File: config.mk
export PLATFORM = sky130hd
export DESIGN_NAME = brownout_powerup_reset
export DESIGN_NICKNAME = d
export VERILOG_FILES = /design/src/rtl/reset_seq_pkg.sv /design/src/rtl/brownout_filter_if.sv /design/src/rtl/brownout_filter.sv /design/src/rtl/brownout_powerup_reset.sv
export SDC_FILE = /design/constraint.sdc
export NUM_CORES = 1
export LEC_CHECK = 0
export ABC_AREA = 1
export BUFFER_PORTS_ARGS = -buffer_cell sky130_fd_sc_hd__buf_2
export CAP_MARGIN = 0
export CORE_MARGIN = 1.5
export CORE_UTILIZATION = 45
export CTS_CLUSTER_DIAMETER = 50
export CTS_CLUSTER_SIZE = 8
export DETAILED_ROUTE_END_ITERATION = 6
export PLACE_DENSITY = 0.7
export SLEW_MARGIN = 20
export SYNTH_ARGS = -nofsm -noshare
export SYNTH_HDL_FRONTEND = slang
export SYNTH_SLANG_ARGS = --single-unit
File: constraint.sdc
create_clock -name ref_clk_in -period 2.1 [get_ports ref_clk_in]
set_input_delay 0.105 -clock ref_clk_in [delete_from_list [all_inputs] [get_ports ref_clk_in]]
set_output_delay 0.105 -clock ref_clk_in [all_outputs]
set_load 0.02 [all_outputs]
File: src/rtl/reset_seq_pkg.sv
// Package of constants shared by the reset sequencer files.
package reset_seq_pkg;
  // Clock and timing.
  localparam int unsigned CLK_FREQ_HZ       = 25_000_000;
  localparam int unsigned CLK_PERIOD_NS     = 40;
  localparam int unsigned POWER_UP_TIME_MS  = 64;
  localparam int unsigned POWER_UP_CYCLES   =
    POWER_UP_TIME_MS * (CLK_FREQ_HZ / 1000);
  localparam int unsigned FILTER_TIME_NS    = 1000;
  localparam int unsigned FILTER_CYCLES     =
    (FILTER_TIME_NS + CLK_PERIOD_NS - 1) / CLK_PERIOD_NS;
  localparam int unsigned TIMER_W           = 21;
  localparam int unsigned FILTER_W          = 8;

  // Brown-out mode field encodings.
  localparam logic [1:0] MODE_OFF           = 2'h0;
  localparam logic [1:0] MODE_SOFT          = 2'h1;
  localparam logic [1:0] MODE_ON_AWAKE      = 2'h2;
  localparam logic [1:0] MODE_ALWAYS        = 2'h3;

  // Register map.
  localparam int unsigned ADDR_W            = 8;
  localparam int unsigned DATA_W            = 8;
  localparam logic [7:0] BROWNOUT_CONTROL_ADDR = 8'h00;
  localparam logic [7:0] SEQ_STATUS_ADDR    = 8'h01;
  localparam int unsigned SOFT_ENABLE_BIT   = 7;
  localparam int unsigned READY_BIT         = 0;
  localparam logic        SOFT_ENABLE_RESET = 1'h1;

  // Sequencer states, one-hot.
  typedef enum logic [4:0] {
    ST_POWER_ON   = 5'h01,
    ST_READY_WAIT = 5'h02,
    ST_TIMER      = 5'h04,
    ST_RUN        = 5'h08,
    ST_BROWNOUT   = 5'h10
  } seq_state_type;
endpackage

File: src/rtl/brownout_filter_if.sv
// Interface between the sequencer and its brown-out noise filter.
`timescale 1ns/100ps
`default_nettype none
interface brownout_filter_if;
  logic below;
  logic enable;
  logic tripped;
  modport filter (input below, input enable, output tripped);
  modport user   (output below, output enable, input tripped);
endinterface
`default_nettype wire

File: src/rtl/brownout_filter.sv
// Noise filter that trips only on a sustained dip below threshold.
`timescale 1ns/100ps
`default_nettype none
module brownout_filter (
  // Clock and reset
  input  wire logic             ref_clk_in,
  input  wire logic             nrst_in,
  // Filter link
  brownout_filter_if.filter     filt
);
  localparam logic [reset_seq_pkg::FILTER_W-1:0] LIMIT =
    reset_seq_pkg::FILTER_W'(reset_seq_pkg::FILTER_CYCLES);

  logic [reset_seq_pkg::FILTER_W-1:0] cnt_ff;
  logic [reset_seq_pkg::FILTER_W-1:0] nxt_cnt;
  logic                               trip_ff;
  logic                               nxt_trip;

  always_comb begin
    nxt_cnt  = '0;
    nxt_trip = 1'h0;
    // A dip shorter than the filter time restarts the count.
    if (filt.enable && filt.below) begin
      nxt_trip = trip_ff || (cnt_ff == LIMIT);
      nxt_cnt  = (cnt_ff == LIMIT) ? cnt_ff
                                   : cnt_ff + 1'h1;
    end
  end

  always_ff @(posedge ref_clk_in) begin
    if (!nrst_in) begin
      cnt_ff  <= '0;
      trip_ff <= 1'h0;
    end else begin
      cnt_ff  <= nxt_cnt;
      trip_ff <= nxt_trip;
    end
  end

  assign filt.tripped = trip_ff;
endmodule
`default_nettype wire

File: src/rtl/brownout_powerup_reset.sv
// Reset sequencer: power-on, brown-out and power-up timer for the core.
//
// Summary of operation
// - Hold core reset while supply below minimum.
// - Power-up timer gives nominal 64 ms delay.
// - Reset held until power-up timer expires.
// - Timer runs only when active-low enable cleared.
// - Timer starts after power-on and brown-out release.
// - Brown-out trips only after filtered sustained dip.
// - Two-bit field selects four brown-out modes.
// - Mode 11 always on; start waits ready.
// - Always-on protects in sleep, wake undelayed.
// - Mode 10 on awake, off asleep.
// - Mode 10 wake waits for ready.
// - Mode 01 soft bit enables; no start wait.
// - Soft mode protects once ready; ready readable.
// - Soft mode unaffected by sleep state.
// - Forced modes delay start until ready and supply above threshold.
//
// The address-and-strobe port and the register offsets are this design's own decisions.
`timescale 1ns/100ps
`default_nettype none
module brownout_powerup_reset #(
  parameter int unsigned POWER_UP_CYCLES = reset_seq_pkg::POWER_UP_CYCLES
) (
  // Clock and reset
  input  wire logic                              ref_clk_in,
  input  wire logic                              nrst_in,
  // Supply detectors
  input  wire logic                              supply_low_in,
  input  wire logic                              below_threshold_in,
  input  wire logic                              brownout_ready_in,
  // Configuration bits
  input  wire logic [1:0]                        brownout_mode_select_in,
  input  wire logic                              power_up_timer_enable_n_in,
  // Core side
  input  wire logic                              sleep_in,
  output logic                                   core_reset_out,
  output logic                                   wake_hold_out,
  output logic                                   brownout_enable_out,
  output logic                                   brownout_reset_out,
  // Register port
  input  wire logic [reset_seq_pkg::ADDR_W-1:0]  reg_addr_in,
  input  wire logic [reset_seq_pkg::DATA_W-1:0]  reg_wdata_in,
  input  wire logic                              reg_write_in,
  input  wire logic                              reg_read_in,
  output logic      [reset_seq_pkg::DATA_W-1:0]  reg_rdata_out
);
  localparam logic [reset_seq_pkg::TIMER_W-1:0] TIMER_LAST =
    reset_seq_pkg::TIMER_W'(POWER_UP_CYCLES - 1);

  reset_seq_pkg::seq_state_type state_ff;
  reset_seq_pkg::seq_state_type nxt_state;
  logic [reset_seq_pkg::TIMER_W-1:0] timer_ff;
  logic [reset_seq_pkg::TIMER_W-1:0] nxt_timer;
  logic                              soft_en_ff;
  logic                              nxt_soft_en;
  logic                              core_reset_ff;
  logic                              nxt_core_reset;
  logic                              wake_hold_ff;
  logic                              nxt_wake_hold;
  logic                              bor_en_ff;
  logic                              nxt_bor_en;
  logic                              bor_rst_ff;
  logic                              nxt_bor_rst;
  logic [reset_seq_pkg::DATA_W-1:0]  rdata_ff;
  logic [reset_seq_pkg::DATA_W-1:0]  nxt_rdata;
  logic                              forced_mode;
  logic                              bor_active;
  logic                              start_ok;

  brownout_filter_if filt ();

  brownout_filter u_filter (
    .ref_clk_in (ref_clk_in),
    .nrst_in    (nrst_in),
    .filt       (filt.filter)
  );

  // Mode decode.
  always_comb begin
    forced_mode = 1'h0;
    bor_active  = 1'h0;
    case (brownout_mode_select_in)
      reset_seq_pkg::MODE_ALWAYS: begin
        forced_mode = 1'h1;
        bor_active  = 1'h1;
      end
      reset_seq_pkg::MODE_ON_AWAKE: begin
        forced_mode = 1'h1;
        bor_active  = !sleep_in;
      end
      reset_seq_pkg::MODE_SOFT: begin
        bor_active  = soft_en_ff;
      end
      default: begin
        bor_active  = 1'h0;
      end
    endcase
  end

  // Protection only bites once the detector is ready, which also covers
  // the soft mode where start-up never waits for it.
  assign filt.enable = bor_active && brownout_ready_in;
  assign filt.below  = below_threshold_in;

  // Forced modes wait for ready and good supply; the detector is already
  // forced on, but start-up stays in ST_READY_WAIT until it reports ready.
  assign start_ok = !forced_mode ||
                    (brownout_ready_in && !below_threshold_in);

  // Sequencer.
  always_comb begin
    nxt_state = state_ff;
    nxt_timer = timer_ff;
    case (state_ff)
      reset_seq_pkg::ST_POWER_ON: begin
        if (start_ok) begin
          nxt_state = reset_seq_pkg::ST_TIMER;
        end else begin
          nxt_state = reset_seq_pkg::ST_READY_WAIT;
        end
        nxt_timer = '0;
      end
      reset_seq_pkg::ST_READY_WAIT: begin
        if (start_ok) begin
          nxt_state = reset_seq_pkg::ST_TIMER;
        end
        nxt_timer = '0;
      end
      reset_seq_pkg::ST_TIMER: begin
        if (power_up_timer_enable_n_in) begin
          nxt_state = reset_seq_pkg::ST_RUN;
        end else if (timer_ff == TIMER_LAST) begin
          nxt_state = reset_seq_pkg::ST_RUN;
        end else begin
          nxt_timer = timer_ff + 1'h1;
        end
      end
      reset_seq_pkg::ST_RUN: begin
        nxt_timer = '0;
      end
      reset_seq_pkg::ST_BROWNOUT: begin
        // Stays here until the supply recovers; the timer then restarts.
        if (!filt.tripped) begin
          nxt_state = reset_seq_pkg::ST_READY_WAIT;
        end
        nxt_timer = '0;
      end
      default: begin
        nxt_state = reset_seq_pkg::ST_POWER_ON;
        nxt_timer = '0;
      end
    endcase
    if (filt.tripped) begin
      nxt_state = reset_seq_pkg::ST_BROWNOUT;
    end
    if (supply_low_in) begin
      nxt_state = reset_seq_pkg::ST_POWER_ON;
    end
  end

  // Outputs and software bit.
  always_comb begin
    nxt_core_reset = (nxt_state != reset_seq_pkg::ST_RUN);
    // Only the off-in-sleep mode holds the wake on the ready signal.
    nxt_wake_hold  = (brownout_mode_select_in ==
                      reset_seq_pkg::MODE_ON_AWAKE) &&
                     !brownout_ready_in;
    nxt_bor_en     = bor_active;
    nxt_bor_rst    = filt.tripped;
    nxt_soft_en    = soft_en_ff;
    if (reg_write_in &&
        reg_addr_in == reset_seq_pkg::BROWNOUT_CONTROL_ADDR) begin
      nxt_soft_en = reg_wdata_in[reset_seq_pkg::SOFT_ENABLE_BIT];
    end
    nxt_rdata = '0;
    if (reg_read_in) begin
      case (reg_addr_in)
        reset_seq_pkg::BROWNOUT_CONTROL_ADDR: begin
          nxt_rdata[reset_seq_pkg::SOFT_ENABLE_BIT] = soft_en_ff;
          nxt_rdata[reset_seq_pkg::READY_BIT] = brownout_ready_in;
        end
        reset_seq_pkg::SEQ_STATUS_ADDR: begin
          nxt_rdata[4:0] = state_ff;
          nxt_rdata[7]   = core_reset_ff;
        end
        default: begin
          nxt_rdata = '0;
        end
      endcase
    end
  end

  always_ff @(posedge ref_clk_in) begin
    if (!nrst_in) begin
      state_ff      <= reset_seq_pkg::ST_POWER_ON;
      timer_ff      <= '0;
      soft_en_ff    <= reset_seq_pkg::SOFT_ENABLE_RESET;
      core_reset_ff <= 1'h1;
      wake_hold_ff  <= 1'h1;
      bor_en_ff     <= 1'h0;
      bor_rst_ff    <= 1'h0;
      rdata_ff      <= '0;
    end else begin
      state_ff      <= nxt_state;
      timer_ff      <= nxt_timer;
      soft_en_ff    <= nxt_soft_en;
      core_reset_ff <= nxt_core_reset;
      wake_hold_ff  <= nxt_wake_hold;
      bor_en_ff     <= nxt_bor_en;
      bor_rst_ff    <= nxt_bor_rst;
      rdata_ff      <= nxt_rdata;
    end
  end

  assign core_reset_out      = core_reset_ff;
  assign wake_hold_out       = wake_hold_ff;
  assign brownout_enable_out = bor_en_ff;
  assign brownout_reset_out  = bor_rst_ff;
  assign reg_rdata_out       = rdata_ff;
endmodule
`default_nettype wire

### Word level (Yosys, flattened, before mapping)

Index checks and enable logic that the tools add are counted.

* register bits after elaboration: 48
* bits in latches: 0
* bits in writable memories: 0
* memory bits (read-only): 0
* input bits: 27
* output and inout port bits: 12
* logic and storage cells: 57
* memories kept: 0

* add/sub/neg operators: 2
* multiply operators: 0
* div/mod/pow operators: 0
* magnitude comparators: 0
* eq/ne operators: 12
* shifts and indexed selects: 0
* muxes and demuxes: 11
* bitwise operators: 2
* reduce and logical (&&, ||, !) cells: 18

Operators by type and width (number)
* two-way mux 5 bit: 5
* one-hot mux 5 bit (5 select lines): 1
* adder 21 x 1 -> 21 bit, second input constant: 1
* equality test 21 bit, second input constant: 1
* adder 8 x 1 -> 8 bit, second input constant: 1
* equality test 8 x 1 -> 1 bit, second input constant: 1
* equality test 8 x 5 -> 1 bit, second input constant: 1
* zero test 8 bit: 1
* AND reduction 2 bit: 4
* equality test 5 x 1 -> 1 bit, second input constant: 1
* equality test 5 x 2 -> 1 bit, second input constant: 1
* equality test 5 x 3 -> 1 bit, second input constant: 1
* equality test 5 x 4 -> 1 bit, second input constant: 1
* equality test 5 bit, second input constant: 1
* logical AND 1 bit: 5
* inequality test 5 x 4 -> 1 bit, second input constant: 1
* equality test 2 bit, second input constant: 2
* zero test 1 bit: 4
* one-hot mux 1 bit (2 select lines): 2
* two-way mux 3 bit: 1
* one-hot mux 1 bit (3 select lines): 1
* AND reduction 3 bit: 1
* equality test 2 x 1 -> 1 bit, second input constant: 1
* logical OR 1 bit: 2
* other kinds (3): 4

### Depth between registers and ports, before layout

Gate-level depths: netlist (run 1).

* depth in word-level cells: 10
* depth in mapped cells: 12
* mapped depth without buffers: 11

### Hierarchy

Synthesis (run 1) repeated with hierarchy kept, for this count alone.

* cells, all modules: 336
* area total of the unflattened synthesis: 2347.3 µm²

Modules (own cells, without submodules)
* brownout_powerup_reset: instances 1, cells each 269, area an instance 1878.1 µm², seq. area each 740.7 µm²
* brownout_filter: instances 1, cells each 67, area an instance 469.2 µm², seq. area each 180.2 µm²

### Least setup slack after synthesis (run 1)

Ideal clock, no wire load.

* path kind: register to register
* start: reg timer_ff[0] (netlist name)
* end: reg timer_ff[16] (netlist name)
* data arrival time: 1.377 ns
* slack: 0.591 ns
* stages on the path, launching flop included: 10
* period minus slack after synthesis: 1.509 ns
* path through: dfxtp_1 ha_1 nand2_1 nor2_1 nand3_2 nand2_4 inv_2 buf_6 nand2_1 a21oi_1

* cells in the longest elaborated chain, start to end: 3

RTL lines
* start, declared: line brownout_powerup_reset.sv:54 `logic [reset_seq_pkg::TIMER_W-1:0] timer_ff;`
* start signal, assigned: line brownout_powerup_reset.sv:207 `timer_ff <= nxt_timer;`
* parallel branches: the longest is 3 deep, another holds adder 21 x 1 -> 21 bit

Parallel ways; which one is timed is not known.
A chain may end at the register's enable or synchronous reset.

### Worst setup path after layout (run 1)

* start: reg timer_ff[0] (netlist name)
* end: reg core_reset_ff, in the netlist core_reset_out

* cells in the longest elaborated chain, start to end: 7

RTL lines
* equality test 21 bit: line brownout_powerup_reset.sv:134 `end else if (timer_ff == TIMER_LAST) begin`
* two-way mux 5 bit: line brownout_powerup_reset.sv:134
* two-way mux 5 bit: line brownout_powerup_reset.sv:132 `if (power_up_timer_enable_n_in) begin`
* one-hot mux 5 bit (5 select lines): line brownout_powerup_reset.sv:116 `case (state_ff)`
* two-way mux 5 bit: line brownout_powerup_reset.sv:155 `if (filt.tripped) begin`
* two-way mux 5 bit: line brownout_powerup_reset.sv:158 `if (supply_low_in) begin`
* inequality test 5 x 4 -> 1 bit: line brownout_powerup_reset.sv:165 `nxt_core_reset = (nxt_state != reset_seq_pkg::ST_RUN);`
* end signal, assigned: line brownout_powerup_reset.sv:209 `core_reset_ff <= nxt_core_reset;`
* end, declared: line brownout_powerup_reset.sv:58 `logic core_reset_ff;`

Every way passes these cells.

==> flow_summary.rst, run 1 <==
.. list-table::
   :header-rows: 1

   * - Metric
     - Value
   * - Status
     - complete, no violations
   * - Ports placed on the boundary
     - 39
   * - Floorplan die area
     - 5790 um^2
   * - Worst setup slack after layout
     - 0.306 ns
   * - Critical hold path startpoint
     - reg_read_in
   * - Yosys warning total
     - 0
   * - Proportion of netlist area held by the largest area contributor
     - 38.3%
   * - Vias
     - 2176
   * - Fraction of layout instances using a drive strength above 1
     - 14.8%
   * - # H-tree levels
     - 2
   * - Library cells used by synthesis
     - 36
   * - Sink count of the clock tree
     - 46
   * - Number of antenna violations at the first check in global routing
     - 0
   * - Via count of the first global-routing pass
     - 1959
   * - Global-route wire length before repair
     - 8130 um
   * - Crit path kind
     - reg -> reg
   * - Crit share post-route
     - 85.5%
   * - Post-route DRC
     - 0
   * - Aggregate global routing overflow
     - 0
   * - Aggregate routed wire length
     - 4880 um
   * - Register-to-Register Path Depth
     - 8
   * - Area inside the core boundary
     - 5140 um^2
   * - Worst hold slack
     - 0.0423 ns
   * - Maximum number of pins on one net before global-route repair
     - 20
   * - Mux share of post-synthesis cell area
     - 0%
   * - CTS Buffer Depth
     - 2
   * - Adder-Cell Fraction of Synth Area
     - 1.56%
   * - Critical path data arrival time
     - 1.99 ns
   * - Effective utilization at floorplan
     - 46.8%
   * - Main combinational cell family by area after synthesis
     - simple AND/OR/NAND/NOR gates
   * - Synthesized area
     - 2400 um^2
   * - Final max-slew violation count
     - 0
   * - Core utilization of the finished layout
     - 52.6%
   * - Mean Syn Cell Area
     - 6.83 um^2
   * - Final hold violations
     - 0
   * - GPL Wtd Cong
     - 0.869
   * - CP Launch Type
     - flop
   * - Required arrival time at the worst endpoint
     - 2.29 ns
   * - Post-route cell area
     - 2710 um^2
   * - Proportion of synthesized chip area in sequential cells
     - 38.3%
   * - Count of standard-cell rows
     - 26
   * - Die X-Extent
     - 76.1 um
   * - Share of async-settable or async-resettable flops after synthesis
     - 0%
   * - Min Tclk post-route
     - 1.79 ns
   * - Startpoint of the worst register-to-register path
     - timer_ff[0]
   * - Number of input and output port buffers inserted
     - 29
   * - Total number of nets in the final design
     - 415
   * - Maximum clock frequency
     - 557 MHz
   * - Relative area change from synthesis to final layout
     - 12.5%
   * - Highest net fanout along the worst path
     - 19
   * - TritonCTS clock tree
     - done
   * - Flip-flop and latch count after synthesis
     - 46
   * - Met2 layer usage reported by global route
     - 29.8%
   * - Max capacitance violation total
     - 0
   * - Total setup violations reported at the end of the flow
     - 0
   * - Number of iterations in the first detailed-routing pass
     - 4
   * - Xor and xnor area share after synthesis
     - 4.73%
   * - Sum of negative setup slack
     - 0 ns
   * - Clock input transition at the sequential cells of the worst setup and hold paths
     - 0.09 ns
   * - Drt via density
     - 4.77
   * - Iteration-0 DRC count of the detailed router
     - 92
   * - Number of CTS-inserted buffers
     - 5
   * - Post-synth top area cell
     - sky130_fd_sc_hd__dfxtp_1
   * - Type of destination of the critical path
     - flop
   * - Skew final
     - 0.00549 ns
   * - Count of flip-flops with a built-in enable after synthesis
     - 0
   * - Post-Synth Simple-Gate Area
     - 37.9%
   * - Number of buffers inserted by post-CTS setup repair
     - 0
   * - Max VDD drop
     - 0.000433 V
   * - Global routing usage on met1
     - 20.5%
   * - Detailed-route wire length per cell
     - 10.7 um
   * - Placed Area
     - 2590 um^2
   * - Unrepaired setup endpoints after global routing
     - false
   * - Pwr dens
     - 575 nW/um^2
   * - Post-route antenna net violation count
     - 0
   * - Most used standard cells in the synthesized netlist
     - sky130_fd_sc_hd__nand2_1 (91), sky130_fd_sc_hd__nor2_1 (62), sky130_fd_sc_hd__dfxtp_1 (46), sky130_fd_sc_hd__inv_1 (38), sky130_fd_sc_hd__nand3_1 (23)
   * - Leak
     - 0.995 nW
   * - Min-Delay Path Depth
     - 3
   * - Origin of the worst setup path
     - timer_ff[0]
   * - Leading cell types by total area after synthesis
     - sky130_fd_sc_hd__dfxtp_1 (38%), sky130_fd_sc_hd__nand2_1 (14%), sky130_fd_sc_hd__nor2_1 (9.7%), sky130_fd_sc_hd__inv_1 (5.9%), sky130_fd_sc_hd__nand3_1 (4.8%)
   * - Detailed placement HPWL
     - 3620 um
   * - Die boundary height
     - 76.1 um
   * - Clock latency of the later-clocked register in the worst-skew pair
     - 0.30 ns
   * - Cell at the root of the clock tree
     - sky130_fd_sc_hd__clkbuf_8
   * - Diodes inserted
     - 0
   * - Dpl ws
     - 0.245 ns
   * - Number of cells produced by synthesis
     - 352
   * - Share of the synthesized area in compound gates (AO/OA/AOI/OAI)
     - 8.53%
   * - Library cell with the highest instance count after synthesis
     - sky130_fd_sc_hd__nand2_1
   * - Class of the tightest hold or removal check
     - in -> reg
   * - Overall global routing resource usage
     - 17.4%
   * - Met3 capacity usage during global routing
     - 4.07%
   * - Top FF cell, synth
     - sky130_fd_sc_hd__dfxtp_1
   * - Busiest metal layer after global routing
     - met2
[layout by cell type (no fill, tap or decap)]
cell type                       instances
sky130_fd_sc_hd__a211oi_1               1
sky130_fd_sc_hd__a21oi_1               22
sky130_fd_sc_hd__a31oi_1                1
sky130_fd_sc_hd__buf_2                 29
sky130_fd_sc_hd__buf_4                  1
sky130_fd_sc_hd__clkbuf_8               6
sky130_fd_sc_hd__clkinv_2               1
sky130_fd_sc_hd__clkinvlp_4             1
sky130_fd_sc_hd__conb_1                 2
sky130_fd_sc_hd__dfxtp_1               46
sky130_fd_sc_hd__dlygate4sd3_1          2
sky130_fd_sc_hd__ha_1                   3
sky130_fd_sc_hd__inv_1                 38
sky130_fd_sc_hd__inv_2                  2
sky130_fd_sc_hd__nand2_1               91
sky130_fd_sc_hd__nand2_2                3
sky130_fd_sc_hd__nand2_4                1
sky130_fd_sc_hd__nand3_1               23
sky130_fd_sc_hd__nand3_2                2
sky130_fd_sc_hd__nand3b_1               4
sky130_fd_sc_hd__nand4_1                7
sky130_fd_sc_hd__nand4_2                1
sky130_fd_sc_hd__nor2_1                61
sky130_fd_sc_hd__nor2_2                 3
sky130_fd_sc_hd__nor2_4                 2
sky130_fd_sc_hd__nor3_1                 1
sky130_fd_sc_hd__nor4_1                 1
sky130_fd_sc_hd__nor4_2                 1
sky130_fd_sc_hd__nor4b_2                1
sky130_fd_sc_hd__o21a_1                 1
sky130_fd_sc_hd__o21ai_0               10
sky130_fd_sc_hd__o21ai_2                1
sky130_fd_sc_hd__o21bai_1               1
sky130_fd_sc_hd__o31ai_1                1
sky130_fd_sc_hd__or2_2                  2
sky130_fd_sc_hd__xnor2_1                5
sky130_fd_sc_hd__xor2_1                 8
[flip-flops by register name, indices dropped and copies added (netlist names)]
signal                 count
timer_ff                  21
u_filter.cnt_ff            8
reg_rdata_out              6
state_ff                   5
brownout_enable_out        1
brownout_reset_out         1
core_reset_out             1
soft_en_ff                 1
u_filter.filt.tripped      1
wake_hold_out              1
[final timing paths]
check,slack [ns],end
worst max-delay path,0.31,core_reset_out
worst max register to register,0.31,core_reset_out
worst min register to register,0.48,reg_rdata_out[7]
worst min-delay path,0.04,reg_rdata_out[7]
[logic make-up (layout without fill, tap and decap cells)]
kind of cell / Yosys count / count (layout)
compound gates: 38 / 38
fa+ha+maj: 3 / 3
other cells: 1 / 2
flops: 46 / 46
simple gates: 204 / 204
buf+inv: 47 / 80
xor+xnor: 13 / 13
[final cells by class]
type | instances | area (um^2)
repair buffers | 32 | 173
multi-input cells | 260 | 1280
clock buffers | 6 | 82.6
clock inverters | 2 | 12.5
inverters | 40 | 150
well taps | 70 | 87.6
flip-flops and latches | 46 | 921
fillers | 552 | 2430
[worst max-delay path, stage by stage (launching register included)]
cell and delay (ns):
sky130_fd_sc_hd__dfxtp_1 0.40, sky130_fd_sc_hd__ha_1 0.28, sky130_fd_sc_hd__nand2_1 0.12, sky130_fd_sc_hd__nor2_2 0.19, sky130_fd_sc_hd__nand3_2 0.11, sky130_fd_sc_hd__nand2_4 0.14
sky130_fd_sc_hd__inv_2 0.17, sky130_fd_sc_hd__o21ai_2 0.19, sky130_fd_sc_hd__nand3_1 0.09
[where the power goes]
part	switching [mW]	total, mW	internal (mW)
Clock	0.313	0.578	0.265
Combinational	0.0603	0.0950	0.0347
Sequential	0.00513	0.883	0.878
[per-stage QoR]
step                      std cells  power (mW)
after global placement          446       0.993
after floorplan                 353       0.969
after detailed placement        446       0.996
after CTS                       456        1.57
final                           456        1.56
after global routing            456        1.62
[metal layers]
metal / wire [um] / vias to the layer above
met5: 0 / -
met4: 107 / 0
met3: 160 / 10
met2: 2320 / 26
met1: 2290 / 969
li1: - / 1171
[timing repair]
action / 4_1_cts / 5_1_grt
hold buffers: 2 / 0
endpoints found under the hold margin: 2 / 0
resized for setup: 0 / 1
endpoints found under the setup margin: 0 / 1
(Power assumes the default switching activity.)
==> run 2: changes to the inputs <==
Settings changed: RECOVER_POWER set to 100.
==> flow_summary.rst, run 2 (synthesis results as in run 1) <==
.. list-table::
   :header-rows: 1

   * - Metric
     - Value
   * - Status
     - complete, no violations
   * - Most common library cell in the layout ignoring fill and taps
     - sky130_fd_sc_hd__nand2_1
   * - Number of flip-flops under the largest register name
     - 21
   * - Post-route DRC
     - 0
   * - Maximum number of pins on one net before global-route repair
     - 20
   * - Iteration-0 DRC count of the detailed router
     - 126
   * - Vias
     - 2196
   * - Max VDD drop
     - 0.000434 V
   * - Clk network pwr share
     - 37.1%
   * - Overall global routing resource usage
     - 17.4%
   * - Relative area change from synthesis to final layout
     - 10.5%
   * - Via count of the first global-routing pass
     - 1959
   * - # fillers
     - 564
   * - Min Tclk post-route
     - 1.80 ns
   * - Total number of nets in the final design
     - 415
   * - Pwr Total
     - 1.55 mW
   * - Crit-path max cell delay
     - 0.40 ns
   * - Worst-path cell chain
     - ha_1 -> nand2_1 -> nor2_2 -> nand3_1 -> nand2_4 -> inv_2 -> o21ai_2 -> nand3_1
   * - Clock input transition at the sequential cells of the worst setup and hold paths
     - 0.09 ns
   * - Area inside the core boundary
     - 5140 um^2
   * - Diodes inserted
     - 0
   * - Ports placed on the boundary
     - 39
   * - Net Sw Frac
     - 24.1%
   * - Die X-Extent
     - 76.1 um
   * - Highest net fanout along the worst path
     - 19
   * - Detailed placement HPWL
     - 3620 um
   * - Class of the tightest hold or removal check
     - in -> reg
   * - # H-tree levels
     - 2
   * - CP bufs+invs
     - 1
   * - Highest-count cells in the layout ignoring fill and taps
     - sky130_fd_sc_hd__nand2_1 (91), sky130_fd_sc_hd__nor2_1 (62), sky130_fd_sc_hd__dfxtp_1 (46)
   * - Clock latency of the later-clocked register in the worst-skew pair
     - 0.30 ns
   * - Worst slew margin
     - 63.3%
   * - Global-route wire length before repair
     - 8130 um
   * - Footprint of the multi-input gates
     - 1240 um^2
   * - Number of input and output port buffers inserted
     - 29
   * - Total setup violations reported at the end of the flow
     - 0
   * - Final max-slew violation count
     - 0
   * - TritonCTS clock tree
     - done
   * - GPL Wtd Cong
     - 0.869
   * - Max capacitance violation total
     - 0
   * - Sequential power share
     - 57.0%
   * - Met3 capacity usage during global routing
     - 4.07%
   * - Maximum clock frequency
     - 554 MHz
   * - Least-Margin Pin Slew
     - 0.545 ns
   * - Unrepaired setup endpoints after global routing
     - false
   * - Combinational power share
     - 5.9%
   * - Busiest metal layer after global routing
     - met2
   * - Floorplan die area
     - 5790 um^2
   * - Aggregate routed wire length
     - 4880 um
   * - Cell seen most often among critical-path stages
     - sky130_fd_sc_hd__nand3_1
   * - Critical path data arrival time
     - 2.00 ns
   * - Cell at the root of the clock tree
     - sky130_fd_sc_hd__clkbuf_8
   * - Met2 layer usage reported by global route
     - 29.8%
   * - Drt via density
     - 4.82
   * - Number of CTS-inserted buffers
     - 5
   * - Crit share post-route
     - 85.9%
   * - Leak
     - 0.955 nW
   * - Post-route antenna net violation count
     - 0
   * - Effective utilization at floorplan
     - 46.8%
   * - Fraction of layout instances using a drive strength above 1
     - 10.6%
   * - Register area
     - 921 um^2
   * - Register bank with the most flops
     - timer_ff
   * - CP delay by family, top
     - simple AND/OR/NAND/NOR gates
   * - Number of buffers inserted by post-CTS setup repair
     - 0
   * - Sum of negative setup slack
     - 0 ns
   * - Number of iterations in the first detailed-routing pass
     - 4
   * - Type of destination of the critical path
     - flop
   * - Final hold violations
     - 0
   * - Detailed-route wire length per cell
     - 10.7 um
   * - Skew final
     - 0.00583 ns
   * - Global routing usage on met1
     - 20.5%
   * - CP Launch Type
     - flop
   * - Pwr dens
     - 583 nW/um^2
   * - Number of antenna violations at the first check in global routing
     - 0
   * - Count of standard-cell rows
     - 26
   * - Crit path kind
     - reg -> reg
   * - Switching power total
     - 373 uW
   * - Aggregate global routing overflow
     - 0
   * - Slowest library cell on the worst path
     - sky130_fd_sc_hd__dfxtp_1
   * - Cell internal pwr
     - 1.18 mW
   * - CTS Buffer Depth
     - 2
   * - Sink count of the clock tree
     - 46
   * - Die boundary height
     - 76.1 um
   * - Required arrival time at the worst endpoint
     - 2.29 ns
## run 2: cell count changes in the layout (fill, tap and decap cells not counted), moves of 2 or more
cell                       delta
sky130_fd_sc_hd__buf_2       -10
sky130_fd_sc_hd__clkbuf_1    +10
sky130_fd_sc_hd__nand3_1      +2
sky130_fd_sc_hd__nand3_2      -2
## run 2: path summary, 6_finish.rpt
path / cells past startpoint / from / end / slack [ns]
setup / recovery: 8 / timer_ff[0] / core_reset_out / 0.30
setup reg to reg: 8 / timer_ff[0] / core_reset_out / 0.30
hold / removal: 2 / brownout_ready_in / wake_hold_out / 0.04
hold reg to reg: 2 / core_reset_out / reg_rdata_out[7] / 0.48
## run 2: layer usage
metal  part of all wire, %  wire length (um)
met1                    47              2310
met2                    47              2310
met4                   2.2               106
met3                   3.0               145
met5                     0                 0
## run 2: repair_timing
action	4_1_cts	5_1_grt
endpoints found under the setup margin	0	1
hold endpoints to repair	2	0
resized for setup	0	1
hold buffers	2	0
## run 2: final cells by class
| type | instances | area share, % |
|---|---|---|
| flip-flops and latches | 46 | 34.7 |
| inverters | 40 | 5.65 |
| clock inverters | 2 | 0.471 |
| repair buffers | 32 | 6.03 |
| well taps | 70 | 3.30 |
| clock buffers | 6 | 3.11 |
| multi-input cells | 260 | 46.8 |
## run 2: power by group through the flow
stage | sequential, mW | combinational (mW) | clock, mW
2_1_floorplan | 0.906 | 0.0626 | 0
3_3_place_gp | 0.904 | 0.0896 | 0
3_5_place_dp | 0.904 | 0.0922 | 0
4_1_cts | 0.883 | 0.0953 | 0.588
5_1_grt | 0.884 | 0.103 | 0.626
6_report | 0.883 | 0.0914 | 0.575
## run 2: worst register-to-register path: stages, from the launching register on
cell                      delay (ns)
sky130_fd_sc_hd__dfxtp_1        0.40
sky130_fd_sc_hd__ha_1           0.28
sky130_fd_sc_hd__nand2_1        0.12
sky130_fd_sc_hd__nor2_2         0.17
sky130_fd_sc_hd__nand3_1        0.13
sky130_fd_sc_hd__nand2_4        0.15
sky130_fd_sc_hd__inv_2          0.17
sky130_fd_sc_hd__o21ai_2        0.20
sky130_fd_sc_hd__nand3_1        0.09
## run 2: stage by stage
| stage | instances | util [%] | setup WS (ns) | cell area, um^2 | hold WS (ns) |
|---|---|---|---|---|---|
| global route | 456 | 51.7 | 0.0615 | 2660 | 0.0492 |
| CTS | 456 | 52.6 | 0.219 | 2700 | 0.0372 |
| global placement | 446 | 50.3 | 0.274 | 2590 | 0.297 |
| detailed placement | 446 | 50.3 | 0.245 | 2590 | 0.295 |
| finish | 456 | 51.7 | 0.295 | 2660 | 0.0392 |
| floorplan | 353 | - | 0.591 | 2410 | 0.188 |
